[src/tcl_pkg.sv]
// constants, field layouts and carrier types of the tuner control-load block
// assumes one device clock; host pins are resynchronised by the top, serial pins and load strobe are not
package tcl_pkg;

    localparam int ADDR_W      = 3;
    localparam int DATA_W      = 8;
    localparam int WORD_W      = 32;
    localparam int DEST_W      = 4;
    localparam int SYNC_STAGES = 3;

    // host port register offsets
    localparam logic [ADDR_W-1:0] STAGE_BYTE0_OFS   = 3'h0;
    localparam logic [ADDR_W-1:0] STAGE_BYTE1_OFS   = 3'h1;
    localparam logic [ADDR_W-1:0] STAGE_BYTE2_OFS   = 3'h2;
    localparam logic [ADDR_W-1:0] STAGE_BYTE3_OFS   = 3'h3;
    localparam logic [ADDR_W-1:0] TARGET_SELECT_OFS = 3'h4;

    // destination codes
    localparam logic [DEST_W-1:0] DEST_CENTER_FREQ = 4'h0;
    localparam logic [DEST_W-1:0] DEST_SAMPLER_FREQ = 4'h1;
    localparam logic [DEST_W-1:0] DEST_CHIP_CFG    = 4'h5;
    localparam logic [DEST_W-1:0] DEST_TEST        = 4'h7;
    localparam logic [DEST_W-1:0] DEST_ACC_SAMPLE  = 4'h9;
    localparam int                NUM_CTRL         = 9;

    // chip configuration fields
    localparam int CFG_SER_WIDTH_LSB = 0;
    localparam int CFG_TEST_EN_BIT   = 2;
    localparam int CFG_SER_OUT_BIT   = 3;

    // timing counts in device clocks
    localparam logic [2:0] XFER_DELAY     = 3'h4;
    localparam int         ACC_READ_DELAY = 6;

    // reset values
    localparam logic [DATA_W-1:0] STAGE_RST = 8'h00;
    localparam logic [WORD_W-1:0] CTRL_RST  = 32'h00000000;

    typedef struct packed {
        logic              valid;
        logic [WORD_W-1:0] word;
    } tcl_serial_word_t;

    typedef struct packed {
        logic [ADDR_W-1:0] addr;
        logic [DATA_W-1:0] data;
    } tcl_host_wr_t;

endpackage

[src/tcl_ctrl_load.sv]
// tuner control-load block: host staging port, control registers, serial ports, test pins
// assumes host pins are asynchronous; serial pins and load strobe launch from ref_clk_i
//
// How it works
// (RULE1) two independent serial ports load carrier and sample offset words
// (RULE2) each port samples its serial data pin every clock while shifting
// (RULE3) serial word length is 8, 16, 24 or 32 from chip configuration
// (RULE4) source raises word sync for the clock before the first bit
// (RULE5) sync starts a down-count; at its end the word moves to the port output register
// (RULE6) shift register accepts new data the clock after a transfer
// (RULE7) short words are left-aligned, unused low bits cleared
// (RULE8) source sends MSB first and holds sync for one clock only
// (RULE9) test mode drives each output pin from its test register bit
// (RULE10) in serial output mode test register sets the unused output pins
// (RULE11) four staging bytes and a select byte on 3-bit address, 8-bit data
// (RULE12) address and data captured on rising edge of write strobe
// (RULE13) staging bytes 0 to 3 supply bits 7-0 up to 31-24
// (RULE14) fourth clock after select write, staging copied into chosen register
// (RULE15) only select bits 3-0 decode the destination
// (RULE16) host can read back sampled gain-loop accumulator over data bus
// (RULE17) host waits 4 clocks after select write before restaging
// (RULE18) frequency-load strobe high copies staging into center frequency register
// (RULE19) select value 9 samples accumulator; read no sooner than 6 clocks later
// (RULE20) staging, shift registers and counters clear on reset, nothing pending
`timescale 1ns/1ps
`default_nettype none
module tcl_ctrl_load #(
    parameter int          OUT_W         = 20,
    parameter logic [31:0] SER_USED_MASK = 32'h00000201
) (
    input  wire logic                                     ref_clk_i,
    input  wire logic                                     sys_rst_i,
    input  wire logic [tcl_pkg::ADDR_W-1:0]               host_addr_bus_i,
    input  wire logic [tcl_pkg::DATA_W-1:0]               host_data_bus_i,
    output logic      [tcl_pkg::DATA_W-1:0]               host_data_bus_o,
    output logic                                          host_data_bus_oe_o,
    input  wire logic                                     host_wr_n_i,
    input  wire logic                                     host_rd_n_i,
    input  wire logic                                     freq_load_strobe_i,
    input  wire logic                                     carrier_offset_serial_in_i,
    input  wire logic                                     carrier_offset_word_sync_i,
    input  wire logic                                     sample_offset_serial_in_i,
    input  wire logic                                     sample_offset_word_sync_i,
    input  wire logic [tcl_pkg::DATA_W-1:0]               agc_acc_upper_i,
    input  wire logic [OUT_W-1:0]                         datapath_out_i,
    output logic      [OUT_W-1:0]                         out_pins_o,
    output logic      [tcl_pkg::NUM_CTRL*tcl_pkg::WORD_W-1:0] ctrl_regs_o,
    output tcl_pkg::tcl_serial_word_t                     carrier_offset_o,
    output tcl_pkg::tcl_serial_word_t                     sample_offset_o
);
    import tcl_pkg::*;

    localparam int PIN_N = ADDR_W + DATA_W + 2;

    if (OUT_W < 1 || OUT_W > WORD_W) begin : g_bad_out_w
        $error("OUT_W must lie in 1..32");
    end

    // ****************************************
    // pin resynchronisation
    // ****************************************
    logic [PIN_N-1:0] pin_raw;
    logic [PIN_N-1:0] pin_s1, pin_s2, pin_s3;
    logic [PIN_N-1:0] pin_filt_reg, pin_filt_next;

    assign pin_raw = {host_addr_bus_i, host_data_bus_i, host_wr_n_i, host_rd_n_i};

    for (genvar i = 0; i < PIN_N; i++) begin : g_sync
        always_comb begin
            pin_filt_next[i] = (pin_s2[i] == pin_s3[i]) ? pin_s3[i] : pin_filt_reg[i];
        end
        always_ff @(posedge ref_clk_i) begin
            if (sys_rst_i) begin
                pin_s1[i]       <= 1'b1;
                pin_s2[i]       <= 1'b1;
                pin_s3[i]       <= 1'b1;
                pin_filt_reg[i] <= 1'b1;
            end else begin
                pin_s1[i]       <= pin_raw[i];
                pin_s2[i]       <= pin_s1[i];
                pin_s3[i]       <= pin_s2[i];
                pin_filt_reg[i] <= pin_filt_next[i];
            end
        end
    end

    tcl_host_wr_t host_in;
    logic         wr_n_lvl, rd_n_lvl, fld_lvl;
    logic         cof_d, cof_s, sof_d, sof_s;
    logic         wr_n_prev_reg;
    logic         wr_edge;

    assign {host_in, wr_n_lvl, rd_n_lvl} = pin_filt_reg;
    // same-clock pins: a one-clock sync or bit would never pass the agree filter
    assign fld_lvl = freq_load_strobe_i;
    assign cof_d   = carrier_offset_serial_in_i;
    assign cof_s   = carrier_offset_word_sync_i;
    assign sof_d   = sample_offset_serial_in_i;
    assign sof_s   = sample_offset_word_sync_i;
    assign wr_edge = wr_n_lvl && !wr_n_prev_reg;     // see RULE12

    // ****************************************
    // staging, destination and transfer
    // ****************************************
    logic [DATA_W-1:0] stage_reg [4];
    logic [DATA_W-1:0] stage_next [4];
    logic [WORD_W-1:0] ctrl_reg [NUM_CTRL];
    logic [WORD_W-1:0] ctrl_next [NUM_CTRL];
    logic [DEST_W-1:0] dest_reg,    dest_next;
    logic [2:0]        xfer_cnt_reg, xfer_cnt_next;
    logic [DATA_W-1:0] acc_reg,     acc_next;
    logic [WORD_W-1:0] staged_word;
    logic              target_wr;
    logic              copy_now;

    assign staged_word = {stage_reg[3], stage_reg[2], stage_reg[1], stage_reg[0]}; // see RULE13
    assign target_wr   = wr_edge && host_in.addr == TARGET_SELECT_OFS;             // see RULE11
    assign copy_now    = xfer_cnt_reg == 3'h1;

    always_comb begin
        stage_next    = stage_reg;
        ctrl_next     = ctrl_reg;
        dest_next     = dest_reg;
        xfer_cnt_next = xfer_cnt_reg;
        acc_next      = acc_reg;
        if (wr_edge && host_in.addr < TARGET_SELECT_OFS) begin
            stage_next[host_in.addr[1:0]] = host_in.data;                           // see RULE12
        end
        if (xfer_cnt_reg != 3'h0) begin
            xfer_cnt_next = xfer_cnt_reg - 3'h1;
        end
        if (copy_now) begin
            if (dest_reg < DEST_W'(NUM_CTRL)) begin
                ctrl_next[dest_reg] = staged_word;                                  // see RULE14
            end else if (dest_reg == DEST_ACC_SAMPLE) begin
                acc_next = agc_acc_upper_i;                                         // see RULE19
            end
        end
        if (fld_lvl) begin
            ctrl_next[DEST_CENTER_FREQ] = staged_word;                              // see RULE18
        end
        if (target_wr) begin
            dest_next     = host_in.data[DEST_W-1:0];                               // see RULE15
            xfer_cnt_next = XFER_DELAY;                                             // see RULE14
        end
    end

    always_ff @(posedge ref_clk_i) begin
        if (sys_rst_i) begin
            for (int k = 0; k < 4; k++) begin
                stage_reg[k] <= STAGE_RST;                                          // see RULE20
            end
            for (int k = 0; k < NUM_CTRL; k++) begin
                ctrl_reg[k] <= CTRL_RST;
            end
            dest_reg      <= '0;
            xfer_cnt_reg  <= '0;
            acc_reg       <= '0;
            wr_n_prev_reg <= 1'b1;
        end else begin
            stage_reg     <= stage_next;
            ctrl_reg      <= ctrl_next;
            dest_reg      <= dest_next;
            xfer_cnt_reg  <= xfer_cnt_next;
            acc_reg       <= acc_next;
            wr_n_prev_reg <= wr_n_lvl;
        end
    end

    for (genvar r = 0; r < NUM_CTRL; r++) begin : g_ctrl_out
        assign ctrl_regs_o[r*WORD_W +: WORD_W] = ctrl_reg[r];
    end

    // ****************************************
    // read-back and output pins
    // ****************************************
    logic [DATA_W-1:0] rd_data_reg, rd_data_next;
    logic              rd_oe_reg,   rd_oe_next;
    logic [OUT_W-1:0]  pins_reg,    pins_next;
    logic [OUT_W-1:0]  test_bits;
    logic [OUT_W-1:0]  used_mask;
    logic              test_en, ser_out;

    assign test_bits = ctrl_reg[DEST_TEST][OUT_W-1:0];
    assign used_mask = SER_USED_MASK[OUT_W-1:0];
    assign test_en   = ctrl_reg[DEST_CHIP_CFG][CFG_TEST_EN_BIT];
    assign ser_out   = ctrl_reg[DEST_CHIP_CFG][CFG_SER_OUT_BIT];

    always_comb begin
        rd_oe_next   = !rd_n_lvl;                                                   // see RULE16
        rd_data_next = acc_reg;
        if (test_en) begin
            pins_next = test_bits;                                                  // see RULE9
        end else if (ser_out) begin
            pins_next = (datapath_out_i & used_mask) | (test_bits & ~used_mask);    // see RULE10
        end else begin
            pins_next = datapath_out_i;
        end
    end

    always_ff @(posedge ref_clk_i) begin
        if (sys_rst_i) begin
            rd_oe_reg   <= 1'b0;
            rd_data_reg <= '0;
            pins_reg    <= '0;
        end else begin
            rd_oe_reg   <= rd_oe_next;
            rd_data_reg <= rd_data_next;
            pins_reg    <= pins_next;
        end
    end

    assign host_data_bus_o    = rd_data_reg;
    assign host_data_bus_oe_o = rd_oe_reg;
    assign out_pins_o         = pins_reg;

    // ****************************************
    // serial frequency ports
    // ****************************************
    logic [1:0] width_code;
    assign width_code = ctrl_reg[DEST_CHIP_CFG][CFG_SER_WIDTH_LSB +: 2];           // see RULE3

    tcl_serial_port u_carrier_port (                                                // see RULE1
        .ref_clk_i    (ref_clk_i),
        .sys_rst_i    (sys_rst_i),
        .ser_data_i   (cof_d),
        .word_sync_i  (cof_s),
        .width_code_i (width_code),
        .word_o       (carrier_offset_o)
    );

    tcl_serial_port u_sample_port (                                                 // see RULE1
        .ref_clk_i    (ref_clk_i),
        .sys_rst_i    (sys_rst_i),
        .ser_data_i   (sof_d),
        .word_sync_i  (sof_s),
        .width_code_i (width_code),
        .word_o       (sample_offset_o)
    );
endmodule // tcl_ctrl_load
`default_nettype wire

[src/tcl_serial_port.sv]
// one-wire serial frequency port: sync-started, length-counted, left-aligned word
// assumes data and sync are launched from logic on ref_clk_i
`timescale 1ns/1ps
`default_nettype none
module tcl_serial_port (
    input  wire logic                    ref_clk_i,
    input  wire logic                    sys_rst_i,
    input  wire logic                    ser_data_i,
    input  wire logic                    word_sync_i,
    input  wire logic [1:0]              width_code_i,
    output tcl_pkg::tcl_serial_word_t    word_o
);
    import tcl_pkg::*;

    logic [WORD_W-1:0]  shift_reg,  shift_next;
    logic [5:0]         count_reg,  count_next;
    tcl_serial_word_t   out_reg,    out_next;
    logic [5:0]         word_bits;
    logic [WORD_W-1:0]  shifted;

    assign word_bits = {width_code_i, 3'b000} + 6'd8;   // see RULE3
    assign shifted   = {shift_reg[WORD_W-2:0], ser_data_i};

    always_comb begin
        shift_next     = shift_reg;
        count_next     = count_reg;
        out_next       = out_reg;
        out_next.valid = 1'b0;
        if (count_reg != 6'd0) begin
            shift_next = shifted;                        // see RULE2
            count_next = count_reg - 6'd1;
            if (count_reg == 6'd1) begin
                out_next.word  = shifted << (6'd32 - word_bits); // see RULE7
                out_next.valid = 1'b1;                   // see RULE5
            end
        end
        // sync on the last bit restarts at once; mid-word it drops the word
        if (word_sync_i) begin
            count_next = word_bits;                      // see RULE5
            shift_next = '0;                             // see RULE6
        end
    end

    always_ff @(posedge ref_clk_i) begin
        if (sys_rst_i) begin
            shift_reg <= '0;                             // see RULE20
            count_reg <= '0;
            out_reg   <= '0;
        end else begin
            shift_reg <= shift_next;
            count_reg <= count_next;
            out_reg   <= out_next;
        end
    end

    assign word_o = out_reg;
endmodule // tcl_serial_port
`default_nettype wire
[config.mk]
export PLATFORM = sky130hd
export DESIGN_NAME = tcl_ctrl_load
export DESIGN_NICKNAME = d
export VERILOG_FILES = /design/src/tcl_pkg.sv /design/src/tcl_ctrl_load.sv /design/src/tcl_serial_port.sv
export SDC_FILE = /design/constraint.sdc
export NUM_CORES = 1
export LEC_CHECK = 0
export BUFFER_PORTS_ARGS = -buffer_cell sky130_fd_sc_hd__buf_2
export CAP_MARGIN = 15
export CORE_ASPECT_RATIO = 0.8
export CORE_MARGIN = 2
export CORE_UTILIZATION = 50
export DETAILED_ROUTE_END_ITERATION = 10
export GPL_ROUTABILITY_DRIVEN = 0
export PLACE_DENSITY = 0.76
export SLEW_MARGIN = 5
export SYNTH_ARGS = -nofsm -noshare
export SYNTH_HDL_FRONTEND = slang
export SYNTH_SLANG_ARGS = --single-unit
[constraint.sdc]
create_clock -name ref_clk_i -period 1.9 [get_ports ref_clk_i]
set_input_delay 0.095 -clock ref_clk_i [delete_from_list [all_inputs] [get_ports ref_clk_i]]
set_output_delay 0.095 -clock ref_clk_i [all_outputs]
set_load 0.05 [all_outputs]
; ---- After elaboration in Yosys (flattened, before gate mapping)
; Index checks and enable logic that the tools add are counted.
[word_totals]
wordCells = 162
register_bits = 557
inputBits = 48
[op_classes]
mux = 19
shifts = 2
bitwise_logic = 6
n_reduce_logical = 25
eq_ne = 18
n_addsub = 5
n_lt_le_gt_ge = 6
[op_table]
columns = operator, count
row1 = 2-to-1 mux 288 bit, 2
row2 = bitwise mux 288 bit, 1
row3 = demux 32 bit (select 4 bit), 1
row4 = 2-to-1 mux 33 bit, 2
row5 = 2-to-1 mux 32 bit, 2
row6 = left shift 32 x 6 -> 32 bit, 2
row7 = 2-to-1 mux 20 bit, 2
row8 = bitwise mux 32 bit, 1
row9 = 2-to-1 mux 6 bit, 4
row10 = bitwise OR 10 x 20 -> 20 bit, 1
row11 = demux 8 bit (select 2 bit), 1
row12 = equality test 1 bit, 13
row13 = equality test 6 x 1 -> 1 bit (second input constant), 2
row14 = nonzero test 6 bit, 2
row15 = subtractor 6 x 1 -> 6 bit (second input constant), 2
row16 = nonzero test 2 bit, 5
row17 = OR reduction 2 bit, 5
row18 = 2-to-1 mux 8 bit, 1
row19 = AND reduction 2 bit, 4
row20 = adder 5 x 4 -> 6 bit (second input constant), 1
row21 = 2-to-1 mux 3 bit, 2
row22 = subtractor 6 bit (first input constant), 1
row23 = greater-or-equal comparator 5 bit (second input constant), 1
row24 = logical AND 1 bit, 5
row25 = 15 further kinds, 18

; ---- Longest topological paths before layout
[logic_depth]
word_depth = 9
depth_mapped = 8

; ---- By module
; From an unflattened synthesis, not the netlist that was laid out.
[hier_totals]
hier_cells = 2475
area_unflattened_um2 = 22009.9
[modules_own_cells]
columns = mod, n_inst, area_per_inst_um2, cells_per_inst
row1 = tcl_ctrl_load, 1, 15566.2, 1765
row2 = tcl_serial_port, 2, 3221.8, 355

; ---- Least setup slack after synthesis
; No wires, ideal clock.
[synth_timing]
kind = reg-to-reg
startpoint = reg ctrl_reg (netlist bit ctrl_regs_o[160])
endpoint = reg u_carrier_port.out_reg (netlist bit u_carrier_port.word_o[29])
setup_ns = 0.132
period_less_slack_ns = 2.236
stages_incl_launch_ff = 7
slack_ns = -0.336
t_arrival_ns = 2.104
cell_sequence = dfxtp_1 > ha_1 > buf_2 > buf_1 > mux4_2 > nand3_1 > a21oi_1
[synth_between]
elab_chain_cells = 3
[synth_rtl]
columns = element, line_no
row1 = from (decl), tcl_ctrl_load.sv:107  ; logic [WORD_W-1:0] ctrl_reg [NUM_CTRL];
row2 = from (signal assigned), tcl_ctrl_load.sv:162  ; ctrl_reg <= ctrl_next;
row3 = adder 5 x 4 -> 6 bit, tcl_serial_port.sv:21  ; assign word_bits = {width_code_i, 3'b000} + 6'd8;
row4 = subtractor 6 bit, tcl_serial_port.sv:33  ; out_next.word = shifted << (6'd32 - word_bits);
row5 = left shift 32 x 6 -> 32 bit, tcl_serial_port.sv:33
row6 = to (signal assigned), tcl_serial_port.sv:52  ; out_reg <= out_next;
row7 = to (decl), tcl_serial_port.sv:17  ; tcl_serial_word_t out_reg, out_next;
; Every way passes these cells.
; A chain may end at the register's enable or synchronous reset.

; ---- Worst setup path after layout
[layout_timing]
startpoint = reg xfer_cnt_reg[1]
endpoint = reg ctrl_reg (netlist bit ctrl_regs_o[284])
[layout_between]
elab_chain_cells = 2
[layout_rtl]
columns = element, line_no
row1 = from (decl), tcl_ctrl_load.sv:110  ; logic [2:0] xfer_cnt_reg, xfer_cnt_next;
row2 = from (signal assigned), tcl_ctrl_load.sv:164  ; xfer_cnt_reg <= xfer_cnt_next;
row3 = equality test 3 x 1 -> 1 bit, tcl_ctrl_load.sv:118  ; assign copy_now = xfer_cnt_reg == 3'h1;
row4 = AND reduction 2 bit (no source line), n/a
; Every way passes these cells.

==> flow_summary.yaml <==
routing:
  wl_met1_mm: 29.5
  via_per_inst: 6.13
  vias: 20900
  drt_iter0_drc: 2670
  wl_met3_mm: 7.98
  maxUsedRoutingLayer: "met4"
  routedWlPerCell_um: 21.5
  wl_mm: 73.2
  drc_errors: 0
  ant_nets: 0
  routed-wl-met2_mm: 32.0
  drt_pass1_iterations: 6
synth:
  synth_area_um2: 21500
  yosysUniqueCellTypes: 47
  yosys.area.top_type_share: 0.519
  postSynthCellCount: 2474
  async_reset_ff_frac: 0
  synth_seq_area_share: 0.519
  netlist.top_cell.by_area: "dfxtp_1"
  post-synth-top-count-cell: "dfxtp_1"
  synth-simple-area-share: 0.145
  synth_compound_area_frac: 0.213
  synth_edf_count: 0
  synthTopCellsByCount: "557 x dfxtp_1, 422 x a21oi_1, 364 x o21ai_0, 339 x nand3_1, 254 x clkbuf_1"
  synth_top_family_by_area: "compound AO/OA/AOI/OAI gates"
  synth-seq-cells: 557
  synth_top_flop_cell: "dfxtp_1"
  post_synth_xor_area_fraction: 0.00204
  avgSynthCellArea_um2: 8.69
  ys_warn_count: 0
  synth_mux_area_frac: 0.0605
  synth_fa_ha_area_frac: 0.00582
  yosys-top-cells-area: "dfxtp_1 52%, a21oi_1 9.8%, o21ai_0 8.5%"
  syn-num-nets: 2532
floorplanning:
  fp.dieH_um: 189
  initial_core_util: 0.510
  die_area_um2: 44700
  die_w_um: 236
  ios: 431
  std_cell_rows: 67
  core-area_um2: 42200
placed_design:
  placed_area_um2: 24200
  portBuffers: 430
  dpl.cell_count: 3246
  hpwl_mm: 46.3
sta:
  worst_pin_slew_ps: 944
  setup-tns-final_ps: 0
  rsz0062_at_grt: "true"
  worst_hold_slack_ps: 238
  slew_headroom: 0.368
  min_period_ps: 1880
  hold_viol: 0
  finClkSkew_ps: 10.8
  fmax_ghz: 0.533
  report.final.slew_viol_count: 0
  finalSetupViolations: 0
  fin_crit_sh: 0.987
worst_setup_path:
  path_cells: "inv_2 > ha_4 > or3b_4 > nor4b_4 > buf_6 > buf_12 > mux2i_1"
  crit_fanout: 16
  critPathMaxStageDelay_ps: 410
  worst-setup-path-type: "register to register"
  cpMaxStageDelayCell: "or3b_4"
  cp.required_ps: 2430
  arrival_ps: 2410
  worst_setup_path_start_kind: "register"
  end_kind: "register"
worst_hold_path:
  hold_class: "input pin to register"
cts:
  clk_pin_slew_ps: 60
  cts_tree: "done"
  cts_root_buf: "clkbuf_16"
  cts.htree.levels: 2
  worst_skew_pair.late_latency_ps: 610
  cts-buffers-inserted: 53
  cts_buffer_depth: 3
  cts.sinks: 557
grt:
  grt_first_pass_wirelength_mm: 111
  grt_usage: 0.311
  overflow: 0
  grt_max_degree: 131
  grt_pass1_vias: 19400
  antenna_found_initial: 4
pwr:
  ir_drop_v: 0.000687
  power-per-cell-area_nw_per_um2: 973
  pwr-share-clk: 0.424
  intPower_mw: 19.1
  leakagePower_nw: 10.2
  swShare: 0.263
  seqPwrFrac: 0.462
  p_sw_mw: 6.82
  p_comb_frac: 0.114
final_layout:
  final_nets: 2866
  fin_cells: 3404
  largest_register_ffs: 288
  area_growth_pct: 23.8
  fillers: 3410
  layout-drive-gt1-share: 0.249
  stdcell_area_um2: 26600
run_status:
  status: "finished, final reports clean"
flow_run:
  drv_cap: 0
-- worst paths after layout --
path	endpoint	cells past startpoint	start	slack [ps]
worst max-delay path	ctrl_regs_o[284]	7	xfer_cnt_reg[1]	20
worst min-delay path	pin_s1[12]	3	host_addr_bus_i[2]	240
worst max register to register	ctrl_regs_o[284]	7	xfer_cnt_reg[1]	20
worst min register to register	pin_s2[5]	1	pin_s1[5]	410
-- metrics by stage --
step / power (mW) / worst slack [ps] / util
finish: 25.9 / 24.6 / 0.631
global route: 26.7 / -27.8 / 0.631
CTS: 25.9 / 14.0 / 0.629
detailed placement: 15.0 / 5.55 / 0.574
global placement: 14.9 / 76.1 / 0.574
floorplan: 14.1 / -9.47 / -
-- power by group through the flow --
stage / Combinational [mW] / Clock [mW] / Sequential, mW
after global placement: 2.71 / 0 / 12.2
after floorplan: 1.78 / 0 / 12.4
after global routing: 3.15 / 11.6 / 12.0
after detailed placement: 2.77 / 0 / 12.2
after CTS: 2.88 / 11.1 / 12.0
final: 2.96 / 11.0 / 12.0
-- placed cells by master (no fill, tap or decap), types with 19 or more instances in the layout --
master	count
clkbuf_8	21
a21oi_1	421
clkbuf_16	54
buf_12	24
a211oi_1	34
buf_2	429
nor2_1	24
buf_4	57
dfxtp_1	553
mux2_2	24
or2_2	44
nand3_1	338
a22oi_1	32
o21ai_0	364
nand2_1	137
nor2b_1	19
mux2i_1	67
dlygate4sd3_1	53
-- area by class of cell --
cell class,count,area [um^2],share of cell area
clock inverters,10,155,0.00583
flip-flops and latches,557,11200,0.419
diodes,3,7.51,0.000282
well taps,552,691,0.0260
inverters,14,53.8,0.00202
multi-input cells,1615,9240,0.347
clock buffers,86,1660,0.0624
repair buffers,567,3650,0.137
-- worst max-delay path: cells and delay by family, from the launching register on --
family / cells / cell delay [ps]
AND/OR/NAND/NOR: 2 / 700
flip-flops: 1 / 320
adder cells (fa/ha/maj): 1 / 170
buffers and inverters: 3 / 420
multiplexers: 1 / 190
-- routing by layer --
layer | track usage | vias up
li1 | - | 9437
met1 | 0.424 | 10000
met2 | 0.463 | 1172
met3 | 0.0694 | 228
met4 | 0.163 | 0
met5 | 0 | -
-- kinds of logic after synthesis --
family | Yosys count
compound gates | 871
xor+xnor | 5
fa+ha+maj | 10
buf+inv | 302
flops | 557
mux | 107
simple gates | 622
-- timing repair --
| item | in CTS | in global routing |
|---|---|---|
| endpoints found under the setup margin | 1 | 28 |
| pin swaps | 0 | 1 |
| endpoints found under the hold margin | 93 | 0 |
| buffers inserted | 0 | 3 |
| cloned | 0 | 2 |
| resized for setup | 1 | 5 |
| hold buffers | 53 | 0 |
Power figures use the tool's default switching activity.
